File: config.mk
export PLATFORM = sky130hd
export DESIGN_NAME = dual_comparator_control
export DESIGN_NICKNAME = d
export VERILOG_FILES = /design/src/common/cmp_ctrl_pkg.sv /design/src/rtl/comparator_channel.sv /design/src/rtl/dual_comparator_control.sv
export SDC_FILE = /design/constraint.sdc
export NUM_CORES = 1
export LEC_CHECK = 0
export BUFFER_PORTS_ARGS = -buffer_cell sky130_fd_sc_hd__buf_2
export CAP_MARGIN = 0
export CORE_MARGIN = 8
export CORE_UTILIZATION = 47
export CTS_CLUSTER_DIAMETER = 30
export CTS_CLUSTER_SIZE = 12
export DETAILED_ROUTE_END_ITERATION = 10
export GPL_TIMING_DRIVEN = 0
export PLACE_DENSITY_LB_ADDON = 0.15
export SYNTH_ARGS = -nofsm -noshare
export SYNTH_HDL_FRONTEND = slang
export SYNTH_SLANG_ARGS = --single-unit
File: constraint.sdc
create_clock -name core_clk -period 2.79 [get_ports core_clk]
set_clock_uncertainty 0.1 [all_clocks]
set_input_delay 0.558 -clock core_clk [delete_from_list [all_inputs] [get_ports core_clk]]
set_output_delay 0.558 -clock core_clk [all_outputs]
set_load 0.03 [all_outputs]
File: src/common/cmp_ctrl_pkg.sv
package cmp_ctrl_pkg;
  localparam int unsigned N_CMP = 2;
  // register indices; byte address is four times the index
  localparam logic [7:0] IDX_COMPARATOR_ONE_CONTROL = 8'hac;
  localparam logic [7:0] IDX_COMPARATOR_TWO_CONTROL = 8'had;
  localparam logic [7:0] IDX_PT0  = 8'hf6;
  localparam logic [7:0] IDX_FIRST_IRQ_ENABLE_REG = 8'ha8;
  localparam logic [7:0] IDX_SECOND_IRQ_ENABLE_REG = 8'he8;
  localparam logic [7:0] IDX_EVTS = 8'hc0;
  localparam logic [7:0] IDX_EVTM = 8'hc1;
  // control register fields
  localparam int unsigned BIT_ON   = 5;
  localparam int unsigned BIT_POS  = 4;
  localparam int unsigned BIT_NEG  = 3;
  localparam int unsigned BIT_DRV  = 2;
  localparam int unsigned BIT_RES  = 1;
  localparam int unsigned BIT_FLAG = 0;
  // interrupt enable fields
  localparam int unsigned BIT_EA  = 7;
  localparam int unsigned BIT_EC1 = 5;
  localparam int unsigned BIT_EC2 = 2;
  // reset values
  localparam logic [7:0] RST_CTRL = 8'h00;
  localparam logic [7:0] RST_PT0  = 8'h00;
  localparam logic [7:0] RST_IEN  = 8'h00;
  localparam logic [7:0] RST_EVT  = 8'h00;
  // digital code standing for the internal reference voltage
  localparam logic [7:0] VREF_CODE = 8'h80;
  // startup time software must respect after enabling
  localparam int unsigned T_SETTLE_NS = 10000;
  localparam int unsigned CLK_PERIOD_NS = 100;
  localparam int unsigned SETTLE_CYCLES =
    (T_SETTLE_NS + CLK_PERIOD_NS - 1) / CLK_PERIOD_NS;
endpackage

File: src/rtl/comparator_channel.sv
`timescale 1ns/1ns
`default_nettype none
module comparator_channel
  import cmp_ctrl_pkg::*;
(
  input  wire logic       core_clk,
  input  wire logic       rstn,
  input  wire logic       on,
  input  wire logic       pos_sel,
  input  wire logic       neg_sel,
  input  wire logic       drv,
  input  wire logic [7:0] pos_a,
  input  wire logic [7:0] pos_b,
  input  wire logic [7:0] ref_pin,
  output logic            res,
  output logic            chg,
  output logic            pin_out,
  output logic            pin_oe
);
  logic [7:0] pos_lvl;
  logic [7:0] neg_lvl;
  logic       raw;
  logic       next_res;
  logic       next_chg;
  logic       next_pin_out;
  logic       next_pin_oe;

  always_comb begin
    pos_lvl      = pos_sel ? pos_b : pos_a;
    neg_lvl      = neg_sel ? VREF_CODE : ref_pin;
    raw          = pos_lvl > neg_lvl;
    next_res     = on & raw;
    // a change is only counted while on, so switching off never flags
    next_chg     = on & (raw != res);
    next_pin_oe  = on & drv;
    next_pin_out = on & drv & raw;
  end

  always_ff @(posedge core_clk or negedge rstn) begin
    if (!rstn) begin
      res     <= 1'b0;
      chg     <= 1'b0;
      pin_out <= 1'b0;
      pin_oe  <= 1'b0;
    end else begin
      res     <= next_res;
      chg     <= next_chg;
      pin_out <= next_pin_out;
      pin_oe  <= next_pin_oe;
    end
  end
endmodule
`default_nettype wire

File: src/rtl/dual_comparator_control.sv
`timescale 1ns/1ns
`default_nettype none
module dual_comparator_control
  import cmp_ctrl_pkg::*;
(
  input  wire logic        core_clk,
  input  wire logic        rstn,
  input  wire logic        psel,
  input  wire logic        penable,
  input  wire logic        pwrite,
  input  wire logic [11:0] paddr,
  input  wire logic [31:0] pwdata,
  output logic             pready,
  output logic [31:0]      prdata,
  output logic             pslverr,
  input  wire logic [7:0]  pos_a_one,
  input  wire logic [7:0]  pos_b_one,
  input  wire logic [7:0]  pos_a_two,
  input  wire logic [7:0]  pos_b_two,
  input  wire logic [7:0]  shared_reference_pin,
  input  wire logic [7:0]  port0_pins,
  input  wire logic        low_power,
  output logic             result_pin_one,
  output logic             result_pin_one_oe,
  output logic             result_pin_two,
  output logic             result_pin_two_oe,
  output logic [7:0]       port0_read,
  output logic [7:0]       port0_buf_en,
  output logic             irq,
  output logic             cpu_wake
);
  logic [N_CMP-1:0] comparator_on;
  logic [N_CMP-1:0] positive_input_select;
  logic [N_CMP-1:0] negative_input_select;
  logic [N_CMP-1:0] result_pin_drive;
  logic [N_CMP-1:0] result_change_flag;
  logic [N_CMP-1:0] comparator_irq_enable;
  logic             global_irq_enable;
  logic [7:0]       port0_input_disable;
  logic [N_CMP-1:0] evt_status;
  logic [N_CMP-1:0] evt_mask;

  logic [N_CMP-1:0] next_on;
  logic [N_CMP-1:0] next_pos;
  logic [N_CMP-1:0] next_neg;
  logic [N_CMP-1:0] next_drv;
  logic [N_CMP-1:0] next_flag;
  logic [N_CMP-1:0] next_ec;
  logic             next_ea;
  logic [7:0]       next_pt0;
  logic [N_CMP-1:0] next_evt_status;
  logic [N_CMP-1:0] next_evt_mask;
  logic             next_pready;
  logic [31:0]      next_prdata;
  logic             next_pslverr;
  logic [7:0]       next_port0_read;
  logic [7:0]       next_port0_buf_en;
  logic             next_irq;
  logic             next_cpu_wake;

  logic [N_CMP-1:0] synced_result;
  logic [N_CMP-1:0] chg;
  logic [N_CMP-1:0] pin_out;
  logic [N_CMP-1:0] pin_oe;
  logic [7:0]       pos_a [N_CMP];
  logic [7:0]       pos_b [N_CMP];

  logic [7:0]       idx;
  logic             aligned;
  logic             setup;
  logic             acc_wr;
  logic             acc_rd;
  logic [N_CMP-1:0] wsel_cmp;
  logic [7:0]       wbyte;
  logic [7:0]       rd_byte;
  logic             rd_hit;
  logic             cmp_req;

  assign pos_a[0] = pos_a_one;
  assign pos_b[0] = pos_b_one;
  assign pos_a[1] = pos_a_two;
  assign pos_b[1] = pos_b_two;

  // both channels are the same logic with their own control state
  genvar g;
  generate
    for (g = 0; g < N_CMP; g++) begin : g_cmp
      comparator_channel u_chan (
        .core_clk (core_clk),
        .rstn     (rstn),
        .on       (comparator_on[g]),
        .pos_sel  (positive_input_select[g]),
        .neg_sel  (negative_input_select[g]),
        .drv      (result_pin_drive[g]),
        .pos_a    (pos_a[g]),
        .pos_b    (pos_b[g]),
        .ref_pin  (shared_reference_pin),
        .res      (synced_result[g]),
        .chg      (chg[g]),
        .pin_out  (pin_out[g]),
        .pin_oe   (pin_oe[g])
      );
    end
  endgenerate

  assign result_pin_one    = pin_out[0];
  assign result_pin_one_oe = pin_oe[0];
  assign result_pin_two    = pin_out[1];
  assign result_pin_two_oe = pin_oe[1];

  // bus decode
  always_comb begin
    idx         = paddr[9:2];
    aligned     = (paddr[11:10] == 2'b00) && (paddr[1:0] == 2'b00);
    setup       = psel & ~penable;
    acc_wr      = psel & penable & pready & pwrite;
    acc_rd      = psel & penable & pready & ~pwrite;
    wbyte       = pwdata[7:0];
    wsel_cmp[0] = acc_wr & aligned & (idx == IDX_COMPARATOR_ONE_CONTROL);
    wsel_cmp[1] = acc_wr & aligned & (idx == IDX_COMPARATOR_TWO_CONTROL);
    cmp_req     = global_irq_enable
                  & |(result_change_flag & comparator_irq_enable);
  end

  // read data is fetched in the setup cycle, so a read costs no wait
  always_comb begin
    rd_byte = 8'h00;
    rd_hit  = aligned;
    case (idx)
      IDX_COMPARATOR_ONE_CONTROL, IDX_COMPARATOR_TWO_CONTROL: begin
        rd_byte[BIT_ON]   = comparator_on[idx[0]];
        rd_byte[BIT_POS]  = positive_input_select[idx[0]];
        rd_byte[BIT_NEG]  = negative_input_select[idx[0]];
        rd_byte[BIT_DRV]  = result_pin_drive[idx[0]];
        rd_byte[BIT_RES]  = synced_result[idx[0]];
        rd_byte[BIT_FLAG] = result_change_flag[idx[0]];
      end
      IDX_PT0:  rd_byte = port0_input_disable;
      IDX_FIRST_IRQ_ENABLE_REG: rd_byte[BIT_EA] = global_irq_enable;
      IDX_SECOND_IRQ_ENABLE_REG: begin
        rd_byte[BIT_EC1] = comparator_irq_enable[0];
        rd_byte[BIT_EC2] = comparator_irq_enable[1];
      end
      IDX_EVTS: rd_byte[N_CMP-1:0] = evt_status;
      IDX_EVTM: rd_byte[N_CMP-1:0] = evt_mask;
      default:  rd_hit = 1'b0;
    endcase
    if (!aligned) begin
      rd_byte = 8'h00;
    end
  end

  always_comb begin
    next_pready  = setup;
    next_prdata  = setup ? {24'h000000, rd_byte} : prdata;
    next_pslverr = setup & ~rd_hit;
  end

  always_comb begin
    next_on   = comparator_on;
    next_pos  = positive_input_select;
    next_neg  = negative_input_select;
    next_drv  = result_pin_drive;
    next_ec   = comparator_irq_enable;
    next_ea   = global_irq_enable;
    next_pt0  = port0_input_disable;
    next_evt_mask = evt_mask;
    for (int i = 0; i < N_CMP; i++) begin
      if (wsel_cmp[i]) begin
        next_on[i]  = wbyte[BIT_ON];
        next_pos[i] = wbyte[BIT_POS];
        next_neg[i] = wbyte[BIT_NEG];
        next_drv[i] = wbyte[BIT_DRV];
      end
      // writing zero clears the flag, a new change in that cycle wins
      next_flag[i] = chg[i] | (result_change_flag[i]
                     & ~(wsel_cmp[i] & ~wbyte[BIT_FLAG]));
    end
    if (acc_wr && aligned) begin
      case (idx)
        IDX_PT0:  next_pt0 = wbyte;
        IDX_FIRST_IRQ_ENABLE_REG: next_ea = wbyte[BIT_EA];
        IDX_SECOND_IRQ_ENABLE_REG: begin
          next_ec[0] = wbyte[BIT_EC1];
          next_ec[1] = wbyte[BIT_EC2];
        end
        IDX_EVTM: next_evt_mask = wbyte[N_CMP-1:0];
        default: ;
      endcase
    end
    // only bits actually returned are cleared; a newer event survives
    next_evt_status = chg | (evt_status
      & ~((acc_rd && aligned && idx == IDX_EVTS) ?
          prdata[N_CMP-1:0] : {N_CMP{1'b0}}));
  end

  always_comb begin
    next_port0_read   = port0_pins & ~port0_input_disable;
    next_port0_buf_en = ~port0_input_disable;
    next_irq          = cmp_req | |(evt_status & evt_mask);
    // no clock gating here: the channels run whatever the power mode
    next_cpu_wake     = low_power & cmp_req;
  end

  always_ff @(posedge core_clk or negedge rstn) begin
    if (!rstn) begin
      comparator_on         <= {N_CMP{RST_CTRL[BIT_ON]}};
      positive_input_select <= {N_CMP{RST_CTRL[BIT_POS]}};
      negative_input_select <= {N_CMP{RST_CTRL[BIT_NEG]}};
      result_pin_drive      <= {N_CMP{RST_CTRL[BIT_DRV]}};
      result_change_flag    <= {N_CMP{RST_CTRL[BIT_FLAG]}};
      comparator_irq_enable <= {N_CMP{RST_IEN[BIT_EC1]}};
      global_irq_enable     <= RST_IEN[BIT_EA];
      port0_input_disable   <= RST_PT0;
      evt_status            <= RST_EVT[N_CMP-1:0];
      evt_mask              <= RST_EVT[N_CMP-1:0];
      pready                <= 1'b0;
      prdata                <= 32'h00000000;
      pslverr               <= 1'b0;
      port0_read            <= 8'h00;
      port0_buf_en          <= 8'h00;
      irq                   <= 1'b0;
      cpu_wake              <= 1'b0;
    end else begin
      comparator_on         <= next_on;
      positive_input_select <= next_pos;
      negative_input_select <= next_neg;
      result_pin_drive      <= next_drv;
      result_change_flag    <= next_flag;
      comparator_irq_enable <= next_ec;
      global_irq_enable     <= next_ea;
      port0_input_disable   <= next_pt0;
      evt_status            <= next_evt_status;
      evt_mask              <= next_evt_mask;
      pready                <= next_pready;
      prdata                <= next_prdata;
      pslverr               <= next_pslverr;
      port0_read            <= next_port0_read;
      port0_buf_en          <= next_port0_buf_en;
      irq                   <= next_irq;
      cpu_wake              <= next_cpu_wake;
    end
  end
endmodule
`default_nettype wire

After elaboration in Yosys (flattened, before gate mapping)
Cells that the tools add are included.
{"block": "word_totals", "regBits": 61, "inputBits": 98, "elab_cells": 119, "output_inout_bits": 56}
{"block": "op_classes", "n_eq_ne": 9, "n_bitwise": 39, "mux": 25, "reduce_logical": 14, "order_cmp": 3}
{"operator": "8-bit == test, second input constant", "n": 7}
{"operator": "8-bit two-way mux", "n": 5}
{"operator": "1-bit bitwise AND", "n": 23}
{"operator": "8-bit greater-than comparator", "n": 2}
{"operator": "1-bit two-way mux", "n": 14}
{"operator": "8-bit bitwise AND", "n": 1}
{"operator": "8-bit NOT", "n": 1}
{"operator": "2-bit case mux with 4 select lines", "n": 1}
{"operator": "2-bit AND reduction", "n": 4}
{"operator": "7-bit OR reduction", "n": 1}
{"operator": "2-bit bitwise AND", "n": 3}
{"operator": "1-bit NOT", "n": 6}
{"operator": "1-bit case mux with 3 select lines", "n": 2}
{"operator": "2-bit OR reduction", "n": 3}
{"operator": "1-bit logical AND", "n": 4}
{"operator": "2-bit zero test", "n": 2}
{"operator": "2-bit case mux with 2 select lines", "n": 1}
{"operator": "1-bit OR", "n": 3}
{"operator": "1-bit by 2-bit < comparator with 1-bit output, second input constant", "n": 1}
{"operator": "2-bit two-way mux", "n": 1}
{"operator": "1-bit inequality test", "n": 2}
{"operator": "2-bit NOT", "n": 1}
{"operator": "2-bit OR", "n": 1}
{"operator": "1-bit case mux with 2 select lines", "n": 1}

Depth between registers and ports, before layout
{"block": "logic_depth", "word_depth": 9, "depth_mapped": 8, "mapped_depth_nobuf": 7}

Cells and area by module
A second synthesis with hierarchy kept.
{"block": "unflattened", "hier_cells": 324, "hier_area_um2": 3529.6}
{"module": "dual_comparator_control", "instances": 1, "seq_area_each_um2": 1326.3, "area_each_um2": 2478.6, "cells_per_inst": 214}
{"module": "comparator_channel", "instances": 2, "seq_area_each_um2": 100.1, "area_each_um2": 525.5, "cells_per_inst": 55}

Worst setup path after synthesis
No wires, ideal clock.
{"block": "synth_path", "path_kind": "input to register", "from": "input paddr[11]", "to": "register comparator_on[0]", "n_path_buf": 2, "slack_ns": 0.128, "required_time_ns": 2.565, "setup_time_ns": 0.125, "arrival_ns": 2.437, "stages": 6, "path_cell_list": "or4_1 -> buf_2 -> or3_4 -> or4_1 -> buf_2 -> mux2_4"}
{"block": "synth_between", "elab_chain_cells": 4}
{"item": "from (decl)", "line_no": "dual_comparator_control.sv:11", "rtl": "input wire logic [11:0] paddr,"}
{"item": "2-bit zero test", "line_no": "dual_comparator_control.sv:114", "rtl": "aligned = (paddr[11:10] == 2'b00) && (paddr[1:0] == 2'b00);"}
{"item": "1-bit logical AND", "line_no": "dual_comparator_control.sv:114"}
{"item": "1-bit bitwise AND (2 in a row)", "line_no": "dual_comparator_control.sv:119", "rtl": "wsel_cmp[0] = acc_wr & aligned & (idx == IDX_COMPARATOR_ONE_CONTROL);"}
{"item": "to (signal assigned)", "line_no": "dual_comparator_control.sv:207", "rtl": "comparator_on <= {N_CMP{RST_CTRL[BIT_ON]}};"}
{"item": "to (signal assigned)", "line_no": "dual_comparator_control.sv:225", "rtl": "comparator_on <= next_on;"}
{"item": "to (decl)", "line_no": "dual_comparator_control.sv:32", "rtl": "logic [N_CMP-1:0] comparator_on;"}
No other way between the ends.
A chain may end at the register's enable or synchronous reset.

Final worst setup path
{"block": "layout_path", "from": "input paddr[11]", "to": "register port0_input_disable[5]"}
{"block": "layout_between", "elab_chain_cells": 4}
{"item": "2-bit zero test", "line_no": "dual_comparator_control.sv:114"}
{"item": "1-bit logical AND", "line_no": "dual_comparator_control.sv:114"}
{"item": "1-bit logical AND", "line_no": "dual_comparator_control.sv:179", "rtl": "if (acc_wr && aligned) begin"}
{"item": "2-bit AND reduction (no source line)"}
{"item": "to (signal assigned)", "line_no": "dual_comparator_control.sv:232", "rtl": "port0_input_disable <= next_pt0;"}
{"item": "to (decl)", "line_no": "dual_comparator_control.sv:39", "rtl": "logic [7:0] port0_input_disable;"}
No other way between the ends.

==> impl_metrics.yaml <==
critical_path:
  path_class: "input pin to flip-flop"
  worstPathMaxFanout: 10
  worstPathArrival_ns: 2.68
  cp-start-kind: "input pin"
  crit_required_ns: 2.90
  worstSetupEndpointType: "flip-flop"
  reg2reg_depth: 8
synthesis:
  synth_top_family_by_area: "simple AND/OR/NAND/NOR gates"
  syn_area_um2: 3322
  synth_fa_ha_area_share_pct: 6.026
  ys_types: 41
  post-synth-top-area-cell: "dfrtp_1"
  synth-seq-cells: 61
  avgSynthCellArea_um2: 10.55
  synth_top_cell_area_share_pct: 45.95
  yosys_warnings: 0
  synth-compound-area-share_pct: 10.62
  syn_inst: 315
  ys_top_cells_by_area: "dfrtp_1 (46%), mux2_2 (7.8%), ha_1 (6.0%), buf_4 (5.4%), nand2b_1 (3.8%)"
  synth-xor-area-share_pct: 0
  synth_seq_area_share_pct: 45.95
  synthMuxAreaShare_pct: 12.02
  yosys.area_share.simple_pct: 17.40
sta:
  max_slew_margin_pct: 24.17
  timing.final.ws_setup_ns: 0.2241
  tightest_slew_ns: 1.122
  period_share_pct: 91.97
  finalSetupViolCount: 0
  rsz0062_at_grt: "no"
  max_freq_ghz: 0.3897
  period_needed_ns: 2.566
  slew_viol_final: 0
  setup_tns_ns: 0
  finalHoldViolations: 0
die:
  die_w_um: 100.1
  initial_core_util_pct: 48.63
  rows: 30
  io_pins: 154
  fp.dieH_um: 100.1
  core-area_um2: 6832
  design.die.area_um2: 10010
layout:
  fin_nets: 568
  fin_cells: 553
  drive_gt1_share_pct: 38.29
  num_antenna_cells: 0
  design_area_um2: 4229
  area_growth_pct: 27.31
place:
  dp_cells: 539
  place_congestion: 0.9191
  dpl_cell_area_um2: 4054
  portBuffers: 105
  dp_slack_ns: -0.4816
  dp_hpwl_um: 6718
routing:
  dr.pass1.iters: 4
  drc: 0
  ant_nets: 0
  drt_iter0_drc: 120
  vias: 2684
  via_per_inst: 4.854
  wl_per_cell_um: 15.15
  wirelength_um: 8378
clocking:
  clock_path_buffers: 2
  path_clk_slew_ns: 0.06
  postCtsHoldBufs: 0
  htreeDepth: 3
  clk-insertion-delay-late_ns: 0.34
  cts.sinks: 61
  numCtsBuffers: 9
  cts_tree: "done"
  cts_root_buf: "clkbuf_8"
global_route:
  grt_pass1_wl_um: 13520
  grt_max_degree: 62
  grt_pass1_vias: 2837
  antenna_found_initial: 0
  grt_use_total_pct: 17.19
  grt-ovfl-total: 0
flow_run:
  cap_violations: 0
power:
  peakVddDrop_mv: 0.3368
  power-per-cell-area_nw_per_um2: 426.7
  p_leak_nw: 2.222
run_status:
  status: "finished, final reports clean"
worst_hold_path:
  min_path_type: "input pin to async pin"
==> path summary, 6_finish.rpt <==
| kind | from | endpoint | slack (ns) |
|---|---|---|---|
| worst max register to register | positive_input_select[1] | g_cmp[1].u_chan.res | 0.37 |
| worst min register to register | g_cmp[1].u_chan.chg | evt_status[1] | 0.35 |
| worst min-delay path | rstn | prdata[6] | 0.18 |
| max in group asynchronous | rstn | port0_input_disable[2] | 1.91 |
| min in group core_clk | pwdata[6] | port0_input_disable[6] | 0.33 |
| worst max-delay path | paddr[11] | port0_input_disable[5] | 0.22 |
==> routing by layer <==
layer | vias up | GRT usage (%) | routed length (um)
met3 | 6 | 7.405 | 699
met4 | 0 | 4.419 | 69
met5 | - | 0 | 0
li1 | 1347 | - | -
met1 | 1231 | 20.91 | 3788
met2 | 100 | 27.19 | 3822
==> report_power, final <==
group	leakage, nW	switching (mW)	total, mW	internal (mW)
Clock	0.0881	0.311	0.668	0.358
Sequential	0.788	0.000629	0.887	0.887
Combinational	1.35	0.143	0.249	0.106
==> per-stage QoR <==
stage | hold WS [ns] | power (mW) | util [%]
after floorplan | 0.1624 | 1.054 | -
after global placement | 0.3329 | 1.145 | 59.34
after detailed placement | 0.3425 | 1.150 | 59.34
after CTS | 0.3206 | 1.823 | 61.78
after global routing | 0.2489 | 1.889 | 61.90
final | 0.1838 | 1.804 | 61.90
==> flip-flops by register name, indices dropped and copies added, names as in the netlist <==
signal / cells
pready: 1
cpu_wake: 1
comparator_irq_enable: 2
g_cmp.u_chan.pin_out: 2
evt_status: 2
g_cmp.u_chan.res: 2
g_cmp.u_chan.pin_oe: 2
port0_read: 8
result_change_flag: 2
port0_buf_en: 8
positive_input_select: 2
irq: 1
comparator_on: 2
g_cmp.u_chan.chg: 2
evt_mask: 2
negative_input_select: 2
result_pin_drive: 2
pslverr: 1
port0_input_disable: 8
prdata: 8
global_irq_enable: 1
==> repair_timing <==
item / in CTS / in global routing
setup buffers: 0 / 0
setup endpoints to repair: 8 / 8
endpoints found under the hold margin: 0 / 0
resized for setup: 1 / 1
==> cells by family (layout without fill, tap and decap cells) <==
logic type / count (synthesis) / after routing
buffers and inverters: 45 / 164
adders and majority gates: 16 / 16
other: 1 / 24
DFF: 61 / 61
and+or+nand+nor: 103 / 103
muxes: 35 / 35
AOI/OAI and AO/OA: 54 / 54
==> Yosys cell counts <==
| cell type | n |
|---|---|
| buf_4 | 24 |
| or3_4 | 1 |
| or3b_2 | 1 |
| nand4_1 | 5 |
| clkbuf_1 | 9 |
| mux2i_1 | 8 |
| buf_2 | 2 |
| mux2_4 | 4 |
| inv_1 | 10 |
| o31a_1 | 1 |
| nor4b_1 | 1 |
| conb_1 | 1 |
| a32oi_1 | 3 |
| or4_1 | 2 |
| nor2_1 | 9 |
| a22o_1 | 3 |
| nand2b_1 | 20 |
| o211ai_1 | 2 |
| nor3_1 | 3 |
| or4bb_1 | 1 |
| a21o_1 | 2 |
| and2_1 | 6 |
| nand2_1 | 26 |
| a22oi_1 | 3 |
| nor2b_1 | 13 |
| nor3_2 | 1 |
| or3b_1 | 1 |
| ha_1 | 16 |
| nor4bb_1 | 1 |
| mux2_2 | 23 |
| a31oi_1 | 5 |
| nand3_1 | 4 |
| dfrtp_1 | 61 |
| o22a_1 | 2 |
| a21oi_1 | 8 |
| o32a_1 | 3 |
| a32o_1 | 2 |
| nor4_1 | 3 |
| nand4b_1 | 1 |
| and3_1 | 4 |
| o21ai_0 | 20 |
==> cells in the final DEF (no fill, tap or decap), types with 3 or more instances in the layout <==
cell type / n
buf_2: 106
dfrtp_1: 61
nand2_1: 26
buf_4: 25
conb_1: 24
mux2_2: 23
nand2b_1: 20
o21ai_0: 20
ha_1: 16
nor2b_1: 13
clkbuf_8: 11
inv_1: 10
clkbuf_1: 9
nor2_1: 9
mux2i_1: 8
a21oi_1: 8
and2_1: 6
a31oi_1: 5
nand4_1: 5
nand3_1: 4
and3_1: 4
mux2_4: 4
nor3_1: 3
o32a_1: 3
a22o_1: 3
a22oi_1: 3
a32oi_1: 3
nor4_1: 3
==> layout make-up <==
class	count	area, um^2
Clock buffer	12	155.1
Clock inverter	2	10.01
Multi-Input combinational cell	232	1627
Timing Repair Buffer	105	528.0
Tap cell	96	120.1
Fill cell	605	2603
Inverter	10	37.54
Sequential cell	61	1526
Buffer	35	225.2
==> critical path, stage by stage <==
cell and delay (ns):
buf_2 0.10, or4_1 0.51, buf_2 0.18, or3_4 0.44, nor3_4 0.44, clkbuf_2 0.34, o21ai_0 0.11
(Power assumes the default switching activity.)
